<file path="src/verilog/pin_mux_map.svh">
// Pin indices, pull-up bit positions and reset values of the shared pin multiplexer
`ifndef PIN_MUX_MAP_SVH
`define PIN_MUX_MAP_SVH

// Pad index of each multiplexed pin
`define PM_PIN_PHASE_A      2'h0
`define PM_PIN_PHASE_B      2'h1
`define PM_PIN_INDEX        2'h2
`define PM_PIN_HOME         2'h3

// Bit of port_c_pullup_enable that controls each pad's pull-up
`define PM_PU_BIT_PHASE_A   0
`define PM_PU_BIT_PHASE_B   1
`define PM_PU_BIT_INDEX     2
`define PM_PU_BIT_HOME      3

// Reset values
`define PM_PULLUP_RESET     4'hF
`define PM_GPIO_SEL_RESET   4'h0
`define PM_IN_IDLE          1'h1

`endif

</file>
<file path="src/verilog/pin_mux_pkg.sv">
// Types shared by the shared pin multiplexer modules
package pin_mux_pkg;

  // Function routed onto a pad
  typedef enum logic [1:0] {
    FUNC_QUAD_TIMER,
    FUNC_SPI,
    FUNC_GPIO,
    FUNC_NONE
  } pin_func_e;

endpackage

</file>
<file path="src/verilog/shared_pin_function_mux.sv">
// Function multiplexer for the phase A, phase B, index and home pads of port C
`timescale 1ns/10ps
`include "pin_mux_map.svh"

module shared_pin_function_mux #(
  parameter bit          FULL_FEATURED = 1'b1,
  parameter int unsigned PIN_COUNT     = 4
) (
  // Clock and reset
  input  wire logic                   mclk,
  input  wire logic                   rst,
  // Pads: phase A companion, phase B, index, home
  input  wire logic [PIN_COUNT-1:0]   pad_in,
  output logic      [PIN_COUNT-1:0]   pad_out,
  output logic      [PIN_COUNT-1:0]   pad_oe,
  output logic      [PIN_COUNT-1:0]   pad_pullup_en,
  // System pin-select bits, taken on cfg_load
  input  wire logic                   cfg_load,
  input  wire logic                   phase_a_alternate_select,
  input  wire logic                   phase_b_alternate_select,
  input  wire logic                   index_alternate_select,
  input  wire logic                   home_alternate_select,
  // Port C configuration
  input  wire logic [PIN_COUNT-1:0]   port_c_gpio_select,
  input  wire logic [PIN_COUNT-1:0]   port_c_pullup_enable,
  input  wire logic [PIN_COUNT-1:0]   port_c_data_out,
  input  wire logic [PIN_COUNT-1:0]   port_c_dir_out,
  output logic      [PIN_COUNT-1:0]   port_c_data_in,
  // Quadrature decoder 1
  output logic                        quad1_phase_a_input,
  output logic                        quad1_phase_b_input,
  output logic                        quad1_index_input,
  output logic                        quad1_home_input,
  // Timer B channels zero to three
  input  wire logic [PIN_COUNT-1:0]   timer_b_channel_out,
  input  wire logic [PIN_COUNT-1:0]   timer_b_channel_oe,
  output logic      [PIN_COUNT-1:0]   timer_b_channel_in,
  // Second SPI core
  input  wire logic                   spi_master_mode,
  input  wire logic                   spi_second_serial_clock_tx,
  input  wire logic                   spi_second_master_out_tx,
  input  wire logic                   spi_second_master_in_tx,
  output logic                        spi_second_serial_clock_rx,
  output logic                        spi_second_master_out_rx,
  output logic                        spi_second_master_in_rx,
  output logic                        spi_second_slave_select_n,
  output logic                        spi_slave_selected,
  // Status
  output logic      [PIN_COUNT-1:0]   pin_is_spi,
  output logic      [PIN_COUNT-1:0]   pin_is_gpio,
  output logic                        config_ready
);
  import pin_mux_pkg::*;

  if (PIN_COUNT != 4) begin : g_bad_count
    $error("shared_pin_function_mux serves exactly four pads");
  end

  // Reduced variant leaves reset with no usable function on any pad
  localparam pin_func_e FUNC_RESET = FULL_FEATURED ? FUNC_QUAD_TIMER : FUNC_NONE;

  pin_func_e            func_reg [PIN_COUNT];
  pin_func_e            func_next [PIN_COUNT];
  logic                 ready_reg, ready_next;
  logic [PIN_COUNT-1:0] alt_sel;

  logic [PIN_COUNT-1:0] spi_out;
  logic [PIN_COUNT-1:0] spi_oe;
  logic [PIN_COUNT-1:0] gpio_oe;
  logic [PIN_COUNT-1:0] periph_in;
  logic [PIN_COUNT-1:0] spi_in;
  logic [PIN_COUNT-1:0] gpio_in;
  logic [PIN_COUNT-1:0] pullup_cfg;

  assign alt_sel[`PM_PIN_PHASE_A] = phase_a_alternate_select;
  assign alt_sel[`PM_PIN_PHASE_B] = phase_b_alternate_select;
  assign alt_sel[`PM_PIN_INDEX]   = index_alternate_select;
  assign alt_sel[`PM_PIN_HOME]    = home_alternate_select;

  // Function selection. Held until the next load so that the reduced
  // variant stays unrouted until software has written a configuration.
  always_comb begin
    ready_next = ready_reg;
    for (int i = 0; i < PIN_COUNT; i++) begin
      func_next[i] = func_reg[i];
      if (cfg_load) begin
        if (port_c_gpio_select[i]) begin
          func_next[i] = FUNC_GPIO;
        end else if (alt_sel[i]) begin
          func_next[i] = FUNC_SPI;
        end else begin
          func_next[i] = FUNC_QUAD_TIMER;
        end
      end
    end
    if (cfg_load) begin
      ready_next = 1'b1;
    end
  end

  always_ff @(posedge mclk) begin
    if (rst) begin
      for (int i = 0; i < PIN_COUNT; i++) begin
        func_reg[i] <= FUNC_RESET;
      end
      ready_reg <= FULL_FEATURED;
    end else begin
      for (int i = 0; i < PIN_COUNT; i++) begin
        func_reg[i] <= func_next[i];
      end
      ready_reg <= ready_next;
    end
  end

  // Slave select is active low; it only counts when the home pad is routed to SPI
  assign spi_slave_selected = (func_reg[`PM_PIN_HOME] == FUNC_SPI)
                              && !spi_in[`PM_PIN_HOME];

  // SPI drivers. Clock and data pass through the same single register stage,
  // so the half-cycle lead of data over the sampling edge is kept as the core sets it.
  always_comb begin
    spi_out = '0;
    spi_oe  = '0;
    // Clock drives out as master, is an input as slave
    spi_out[`PM_PIN_PHASE_A] = spi_second_serial_clock_tx;
    spi_oe[`PM_PIN_PHASE_A]  = spi_master_mode;
    spi_out[`PM_PIN_PHASE_B] = spi_second_master_out_tx;
    spi_oe[`PM_PIN_PHASE_B]  = spi_master_mode;
    // Slave drives master-in only while selected, else the pad floats
    spi_out[`PM_PIN_INDEX]   = spi_second_master_in_tx;
    spi_oe[`PM_PIN_INDEX]    = !spi_master_mode && spi_slave_selected;
    // Slave select is never driven: input in both modes
    spi_out[`PM_PIN_HOME]    = 1'b0;
    spi_oe[`PM_PIN_HOME]     = 1'b0;
  end

  // Pull-up enables, one bit per pad
  assign pullup_cfg[`PM_PIN_PHASE_A] = port_c_pullup_enable[`PM_PU_BIT_PHASE_A];
  assign pullup_cfg[`PM_PIN_PHASE_B] = port_c_pullup_enable[`PM_PU_BIT_PHASE_B];
  assign pullup_cfg[`PM_PIN_INDEX]   = port_c_pullup_enable[`PM_PU_BIT_INDEX];
  assign pullup_cfg[`PM_PIN_HOME]    = port_c_pullup_enable[`PM_PU_BIT_HOME];

  // Port bit direction: a set direction bit makes the pad an output
  assign gpio_oe = port_c_dir_out;

  for (genvar g = 0; g < PIN_COUNT; g++) begin : g_pin
    pin_route_cell u_cell (
      .mclk          (mclk),
      .rst           (rst),
      .func          (func_reg[g]),
      .pullup_cfg    (pullup_cfg[g]),
      .periph_out    (timer_b_channel_out[g]),
      .periph_oe     (timer_b_channel_oe[g]),
      .spi_out       (spi_out[g]),
      .spi_oe        (spi_oe[g]),
      .gpio_out      (port_c_data_out[g]),
      .gpio_oe       (gpio_oe[g]),
      .pad_in        (pad_in[g]),
      .pad_out       (pad_out[g]),
      .pad_oe        (pad_oe[g]),
      .pad_pullup_en (pad_pullup_en[g]),
      .periph_in     (periph_in[g]),
      .spi_in        (spi_in[g]),
      .gpio_in       (gpio_in[g])
    );
  end

  // Decoder inputs; idle high when the pad serves another function
  assign quad1_phase_a_input = periph_in[`PM_PIN_PHASE_A];
  assign quad1_phase_b_input = periph_in[`PM_PIN_PHASE_B];
  assign quad1_index_input   = periph_in[`PM_PIN_INDEX];
  assign quad1_home_input    = periph_in[`PM_PIN_HOME];
  assign timer_b_channel_in  = periph_in;

  // SPI receive side
  assign spi_second_serial_clock_rx = spi_in[`PM_PIN_PHASE_A];
  assign spi_second_master_out_rx   = spi_in[`PM_PIN_PHASE_B];
  assign spi_second_master_in_rx    = spi_in[`PM_PIN_INDEX];
  // Master mode: core watches this for a competing master
  assign spi_second_slave_select_n  = spi_in[`PM_PIN_HOME];

  assign port_c_data_in = gpio_in;

  always_comb begin
    for (int i = 0; i < PIN_COUNT; i++) begin
      pin_is_spi[i]  = (func_reg[i] == FUNC_SPI);
      pin_is_gpio[i] = (func_reg[i] == FUNC_GPIO);
    end
  end

  assign config_ready = ready_reg;

endmodule

</file>
<file path="src/verilog/pin_route_cell.sv">
// One multiplexed pad: selects the driver of the pad and routes its input to the selected function and to the port bit
`timescale 1ns/10ps
`include "pin_mux_map.svh"

module pin_route_cell (
  // Clock and reset
  input  wire logic                  mclk,
  input  wire logic                  rst,
  // Selection
  input  wire pin_mux_pkg::pin_func_e func,
  input  wire logic                  pullup_cfg,
  // Function drivers
  input  wire logic                  periph_out,
  input  wire logic                  periph_oe,
  input  wire logic                  spi_out,
  input  wire logic                  spi_oe,
  input  wire logic                  gpio_out,
  input  wire logic                  gpio_oe,
  // Pad
  input  wire logic                  pad_in,
  output logic                       pad_out,
  output logic                       pad_oe,
  output logic                       pad_pullup_en,
  // Routed inputs
  output logic                       periph_in,
  output logic                       spi_in,
  output logic                       gpio_in
);
  import pin_mux_pkg::*;

  logic pad_out_reg, pad_out_next;
  logic pad_oe_reg, pad_oe_next;
  logic pullup_reg, pullup_next;
  logic periph_in_reg, periph_in_next;
  logic spi_in_reg, spi_in_next;
  logic gpio_in_reg, gpio_in_next;

  always_comb begin
    pad_out_next   = 1'b0;
    pad_oe_next    = 1'b0;
    periph_in_next = `PM_IN_IDLE;
    spi_in_next    = `PM_IN_IDLE;
    pullup_next    = pullup_cfg;
    // Port bit always sees the pad, as a GPIO data read would
    gpio_in_next   = pad_in;
    // Only the selected function may drive the pad; of the others only the port bit still sees it
    unique case (func)
      FUNC_QUAD_TIMER: begin
        pad_out_next   = periph_out;
        pad_oe_next    = periph_oe;
        periph_in_next = pad_in;
      end
      FUNC_SPI: begin
        pad_out_next = spi_out;
        pad_oe_next  = spi_oe;
        spi_in_next  = pad_in;
      end
      FUNC_GPIO: begin
        pad_out_next = gpio_out;
        pad_oe_next  = gpio_oe;
      end
      FUNC_NONE: begin
        pad_oe_next = 1'b0;
      end
    endcase
  end

  always_ff @(posedge mclk) begin
    if (rst) begin
      // Input with pull-up while reset holds
      pad_out_reg   <= 1'b0;
      pad_oe_reg    <= 1'b0;
      pullup_reg    <= 1'b1;
      periph_in_reg <= `PM_IN_IDLE;
      spi_in_reg    <= `PM_IN_IDLE;
      gpio_in_reg   <= `PM_IN_IDLE;
    end else begin
      pad_out_reg   <= pad_out_next;
      pad_oe_reg    <= pad_oe_next;
      pullup_reg    <= pullup_next;
      periph_in_reg <= periph_in_next;
      spi_in_reg    <= spi_in_next;
      gpio_in_reg   <= gpio_in_next;
    end
  end

  assign pad_out       = pad_out_reg;
  assign pad_oe        = pad_oe_reg;
  assign pad_pullup_en = pullup_reg;
  assign periph_in     = periph_in_reg;
  assign spi_in        = spi_in_reg;
  assign gpio_in       = gpio_in_reg;

endmodule

</file>
<file path="config.mk">
export PLATFORM = sky130hd
export DESIGN_NAME = shared_pin_function_mux
export DESIGN_NICKNAME = d
export VERILOG_FILES = /design/src/verilog/pin_mux_pkg.sv /design/src/verilog/shared_pin_function_mux.sv /design/src/verilog/pin_route_cell.sv
export VERILOG_INCLUDE_DIRS = /design/src /design/src/verilog
export SDC_FILE = /design/constraint.sdc
export NUM_CORES = 1
export LEC_CHECK = 0
export BUFFER_PORTS_ARGS = -buffer_cell sky130_fd_sc_hd__clkbuf_2
export CORE_MARGIN = 4
export CORE_UTILIZATION = 40
export CTS_CLUSTER_SIZE = 16
export DETAILED_ROUTE_END_ITERATION = 8
export PLACE_DENSITY = 0.81
export SKIP_LAST_GASP = 1
export SLEW_MARGIN = 20
export SYNTH_ARGS = -nofsm -noshare
export SYNTH_HDL_FRONTEND = slang
export SYNTH_SLANG_ARGS = --single-unit
</file>
<file path="constraint.sdc">
create_clock -name mclk -period 2.1 [get_ports mclk]
set_clock_uncertainty 0.15 [all_clocks]
set_input_delay 0.42 -clock mclk [delete_from_list [all_inputs] [get_ports mclk]]
set_output_delay 0.42 -clock mclk [all_outputs]
set_load 0.02 [all_outputs]
</file>
==> impl_results.md, run 1 <==
- Outcome: finished clean
- Hold Fails Final Rpt: 0
- Yosys top cell by area: dfxtp_1
- Hold_sp: port_c_pullup_enable[1]
- Critical path required time: approximately 1.5 ns
- # setup viols final: 0
- Max reg flops: 8
- Synth top cells by count: dfxtp_1, buf_4, nor2b_1
- Final ANT Viol Nets: 0
- Total CTS buffers: 5
- Placed cell count: between 200 and 250
- DRT Pass-1 Iters: 5
- Vias in the first global route: 975
- Via count: roughly 1,100
- Top-area cell type share of the netlist area: 0.487
- Clock-pin transition on the worst setup and hold timing paths: 0.08 ns
- Mapped Cells: around 140
- Crit Path Class: flip-flop to output pin
- Cells on worst reg2reg path: 3
- Register area share after synthesis: 0.487
- GRT Total Usage: 0.128
- I/O pins: 77
- Main area contributors after synthesis: dfxtp_1, buf_4, a211oi_1
- Synth Flop Type: dfxtp_1
- RSZ-0062 raised after global routing: false
- Min cycle time layout: 1.82 ns
- Iter 0 DRT Violations: 68
- Ant diodes: 0
- DRC viols: 0
- Chip Height: about 65 µm
- Maxcap violations: 0
- Starting Density: 0.424
- Fin Setup TNS: 0 ns
- TritonCTS sink count: 32
- Post-synth EDFFs: 0
- Area Overhead vs Synth: 22.7%
- H-tree Lvls: 2
- Final Net Count: 232
- CTS tree: yes
- Die ar.: approximately 0.0043 mm²
- Routed vias/inst: roughly 4.5
- Number of post-CTS setup repair buffers: 0
- Setup slack, reg-to-reg: roughly 0.92 ns
- Wire length per cell: roughly 11 µm
- Max FO, Critical Path: 6
- Post-DP HPWL: 2110 µm
- Reg2reg start: func_reg[2][1]
- First-pass GRT wire length: ~4100 µm
- Hold EP: g_pin[1].u_cell.pad_pullup_en
- Synthesized Nets: 176
- Post_cts resized: 0
- GRT overflow: 0
- Die Wd: about 65 µm
- Hold-fix buffers, CTS: 0
- RePlAce Congestion: around 0.74
- Async S/R FF share, synth: 0
- Flops & latches, synth: 32
- Buffers on Ports: 75
- Clock Root Buffer: clkbuf_4
- Syn_area_per_cell: around 9.6 µm²
- VDD IR max: ~0.30 mV
- Post-synthesis cell area: about 0.0013 mm²
- Final Util: 0.520
- Most common cell in the netlist: dfxtp_1
- Power Density: 716 mW/mm²
- FMAX: roughly 550 MHz
- Post-Place Worst Slack: approximately 0.61 ns
- Worst R2R End: g_pin[2].u_cell.pad_oe
- Static leakage: around 0.00079 µW
- Row count: 20
- Period utilization: 0.867
- DRT Wirelength: between 2000 and 3000 µm
- Worst hold stages: 2
- Crit path launch type: flip-flop
- Element type at the critical path end: output pin
- Worst EP arrival: between 1 and 1.5 ns
- Post-Layout Cell Count: ~240
- Initial antenna violation count: 0
- Unique masters post-synth: 22
- Clk_lat worst skew: approximately 0.31 ns
- Slew Limit Fails: 0
- Core Region: 0.00310 mm²
- Hold crit path type: primary input to flip-flop
- Ys Warns: 0
- CTS max path bufs: 2
- Proportion of layout cells with a drive suffix above 1: 0.451
- Largest net degree at the start of global routing: 15
- Final WS setup: 0.279 ns
[cell families after synthesis]
family | share of synthesized area
other | 0.00285
muxes | 0.0533
buffers and inverters | 0.147
AOI/OAI and AO/OA | 0.0790
DFF | 0.487
and+or+nand+nor | 0.231
[cells in the final DEF, fill, tap and decap left out]
cell / Yosys / layout
nand2b_1: 9 / 9
inv_1: 2 / 2
or2_1: 2 / 2
clkbuf_4: 0 / 5
a31o_1: 1 / 1
nor3_1: 3 / 3
clkbuf_2: 1 / 75
or3_1: 4 / 4
nor2b_1: 12 / 12
nand3b_1: 4 / 4
conb_1: 1 / 1
dfxtp_1: 32 / 32
mux2i_1: 7 / 7
clkbuf_1: 2 / 1
nand2_1: 4 / 4
buf_4: 21 / 1
a21oi_1: 4 / 4
or2_2: 4 / 4
clkinv_2: 0 / 1
nor2_1: 9 / 9
and2b_1: 1 / 1
nor2b_2: 1 / 1
a211oi_1: 10 / 10
[per-layer routing]
metal | part of all wire | up-vias | GRT usage | wire, µm
met3 | 0.085 | 5 | 0.0376 | 223
met1 | 0.38 | 473 | 0.123 | 992
li1 | - | 544 | - | -
met2 | 0.51 | 47 | 0.230 | 1350
met5 | 0 | - | 0 | 0
met4 | 0.023 | 0 | 0.0933 | 59
[per-stage QoR]
stage	total power, µW	area, µm²	hold slack (ns)
floorplan	820	1320	0.281
global route	1230	1610	0.115
finish	1160	1610	0.139
CTS	1180	1610	0.119
global placement	865	1570	0.316
detailed placement	868	1570	0.319
[power breakdown]
| group | switching [µW] | internal (µW) |
|---|---|---|
| Clock | 182 | 123 |
| Sequential | 22.2 | 640 |
| Combinational | 103 | 84.8 |
[area by class of cell]
type                            instances  area (µm²)
Clock buffer                            6        41.3
Multi-Input combinational cell         76         482
Timing Repair Buffer                   76         383
Clock inverter                          1        5.00
Fill cell                             314        1490
Sequential cell                        32         641
Inverter                                2        7.51
Tap cell                               44        55.1
[worst max-delay path: stages (launching register included)]
cell and delay [ns]:
dfxtp_1 0.41, nor2b_2 0.21, and2b_1 0.16, clkbuf_2 0.17
[worst max-delay path by stage]
stage,end,startpoint,slack [ns],cells past startpoint
global placement,g_pin[0].u_cell.periph_in,rst,0.64,3
detailed placement,g_pin[0].u_cell.periph_in,rst,0.61,3
floorplan,spi_slave_selected,func_reg[3][0],0.58,2
CTS,spi_slave_selected,func_reg[3][0],0.25,3
finish,spi_slave_selected,func_reg[3][0],0.28,3
global route,spi_slave_selected,func_reg[3][0],0.18,3
No activity file was read; power rests on OpenSTA's default activity.
==> run 2: changes to the inputs <==
--- a/config.mk
+++ b/config.mk
@@ -12,6 +12,7 @@
 export CTS_CLUSTER_SIZE = 16
 export DETAILED_ROUTE_END_ITERATION = 8
 export PLACE_DENSITY = 0.81
+export REMOVE_ABC_BUFFERS = 1
 export SKIP_LAST_GASP = 1
 export SLEW_MARGIN = 20
 export SYNTH_ARGS = -nofsm -noshare
==> run 2 against run 1 <==
  * Hold slack got worse by 0.021 ns
  * Sequential share of layout area unchanged
  * Register-to-register slack got worse by 0.03 ns
  * Cell count unchanged
  * Count of clock-buffer cells in the layout unchanged
  * Routed wire length increased by 9.7%
  * Combinational power about the same
  * Maximum frequency decreased by 3.7%
  * Via count about the same
  * First-iteration DRC count decreased by 40%
==> impl_results.md, run 2 (synthesis gave the netlist of run 1 again) <==
- Critical path required time: 1.53 ns (about the same)
- RePlAce Congestion: 0.653 (-12%)
- Cell area after layout: 0.00161 mm² (unchanged)
- First-pass GRT wire length: 4560 µm (+12%)
- Critical path cell sequence: nor2b_2, and2b_1, clkbuf_2
- Clk pwr share: 0.272 (+0.008)
- Power Density: 726 mW/mm² (+1.4%)
- Fillers: 325 (+3.5%)
- Crit path largest cell delay: 0.44 ns (+0.03 ns)
- Worst path top cell family by delay: flip-flops
- Cells on worst reg2reg path: 3 (unchanged)
- DRC viols: 0 (unchanged)
- Min cycle time layout: 1.89 ns (+0.0707 ns)
- Final ANT Viol Nets: 0 (unchanged)
- Area of the multi-input gates: 482 µm² (unchanged)
- Largest net degree at the start of global routing: 20 (+5)
- CTS tree: yes
- Period utilization: 0.901 (+0.0337)
- Via count: 1,070 (+0.094%)
- CP bufs+invs: 1 (unchanged)
- Total CTS buffers: 5 (unchanged)
- Crit Path Class: flip-flop to output pin
- Post_cts resized: 0 (unchanged)
- Seq. cell area: 641 µm² (unchanged)
- Levels on crit path: 3 (unchanged)
- Max reg flops: 8 (unchanged)
- FMAX: 529 MHz (-3.7%)
- # setup viols final: 0 (unchanged)
- Worst path slowest cell: dfxtp_1
- Initial antenna violation count: 0 (unchanged)
- Clk_lat worst skew: 0.33 ns (+0.02 ns)
- Static leakage: 0.000787 µW (about the same)
- Vias in the first global route: 1,055 (+8.2%)
- Commonest non-fill, non-tap cell in the layout: clkbuf_2
- Iter 0 DRT Violations: 41 (-40%)
- Worst hold stages: 2 (unchanged)
- Die ar.: 0.00427 mm² (unchanged)
- Max FO, Critical Path: 6 (unchanged)
- CTS max path bufs: 2 (unchanged)
- H-tree Lvls: 2 (unchanged)
- Clock Root Buffer: clkbuf_4
- Row count: 20 (unchanged)
- Slew Limit Fails: 0 (unchanged)
- Number of post-CTS setup repair buffers: 0 (unchanged)
- Outcome: finished clean
- Routed vias/inst: 4.51 (about the same)
- GRT overflow: 0 (unchanged)
- Chip Height: 65.3 µm (unchanged)
- Sw Share: 0.277 (+0.0101)
- I/O pins: 77 (unchanged)
- Worst EP arrival: 1.32 ns (+0.07 ns)
- RSZ-0062 raised after global routing: false
- Buffers on Ports: 75 (unchanged)
- Final Net Count: 232 (unchanged)
- Ant diodes: 0 (unchanged)
- Core Region: 0.00310 mm² (unchanged)
- Wire length per cell: 12.1 µm (+9.7%)
- Die Wd: 65.3 µm (unchanged)
- Hold-fix buffers, CTS: 0 (unchanged)
- Post-DP HPWL: 2290 µm (+8.5%)
- Maxcap violations: 0 (unchanged)
- Internal: 848 µW (about the same)
- Placement Cell Area: 0.00157 mm² (unchanged)
- Proportion of layout cells with a drive suffix above 1: 0.451 (unchanged)
- VDD IR max: 0.264 mV (-12%)
- Most frequent cells in the layout: clkbuf_2, dfxtp_1, nor2b_1, a211oi_1
- Hold crit path type: primary input to flip-flop
- TritonCTS sink count: 32 (unchanged)
- Crit path launch type: flip-flop
- Fin Setup TNS: 0 ns (unchanged)
- Switch Pwr: 324 µW (+5.3%)
- DRT Wirelength: 2880 µm (+9.7%)
- Comb pwr share: 0.163 (about the same)
- DRT Pass-1 Iters: 4 (-1)
- Share of power burned in registers: 0.565 (-0.008)
- Area Overhead vs Synth: 22.7% (unchanged)
- Clock-pin transition on the worst setup and hold timing paths: 0.09 ns (about the same)
- GRT Total Usage: 0.143 (+0.0149)
- Starting Density: 0.424 (unchanged)
- Element type at the critical path end: output pin
- Hold Fails Final Rpt: 0 (unchanged)
==> run 2: worst paths after layout <==
path / end / from / slack, ns
setup / recovery: spi_slave_selected / func_reg[3][0] / 0.21
hold reg to reg: g_pin[2].u_cell.spi_in / func_reg[2][0] / 0.35
hold / removal: g_pin[0].u_cell.pad_pullup_en / port_c_pullup_enable[0] / 0.12
setup reg to reg: g_pin[2].u_cell.pad_oe / func_reg[2][1] / 0.89
==> run 2: power by group through the flow <==
| stage | logic, µW | registers (µW) | clock network [µW] |
|---|---|---|---|
| floorplan | 63.1 | 712 | 0 |
| detailed placement | 193 | 678 | 0 |
| finish | 191 | 663 | 319 |
| global placement | 190 | 676 | 0 |
| CTS | 194 | 664 | 326 |
| global route | 210 | 668 | 353 |
==> run 2: metrics by stage <==
stage          utilization  hold slack, ns  total power, µW  setup slack (ns)  std cells
5_1_grt              0.520           0.107             1230             0.117        237
3_5_place_dp         0.505           0.326              871             0.522        230
4_1_cts              0.520           0.108             1180             0.186        237
3_3_place_gp         0.505           0.308              866             0.552        230
2_1_floorplan            -           0.281              775             0.578        110
6_report             0.520           0.118             1170             0.208        237
==> run 2: cell type report <==
type,count,share of cell area
inverter,2,0.00465
tap,44,0.0341
sequential,32,0.397
timing repair buffer,76,0.237
clock inverter,1,0.00310
clock buffer,6,0.0256
multi-input combinational,76,0.298
==> run 2: worst register-to-register path: stages (launching register included) <==
cell,delay [ns]
dfxtp_1,0.48
mux2i_1,0.23
nor3_1,0.06
a31o_1,0.19
==> run 2: routing by layer <==
metal | vias up | part of all wire | GRT usage
li1 | 537 | - | -
met1 | 471 | 0.38 | 0.133
met2 | 56 | 0.47 | 0.258
met3 | 6 | 0.13 | 0.0701
met4 | 0 | 0.020 | 0.0699
met5 | - | 0 | 0
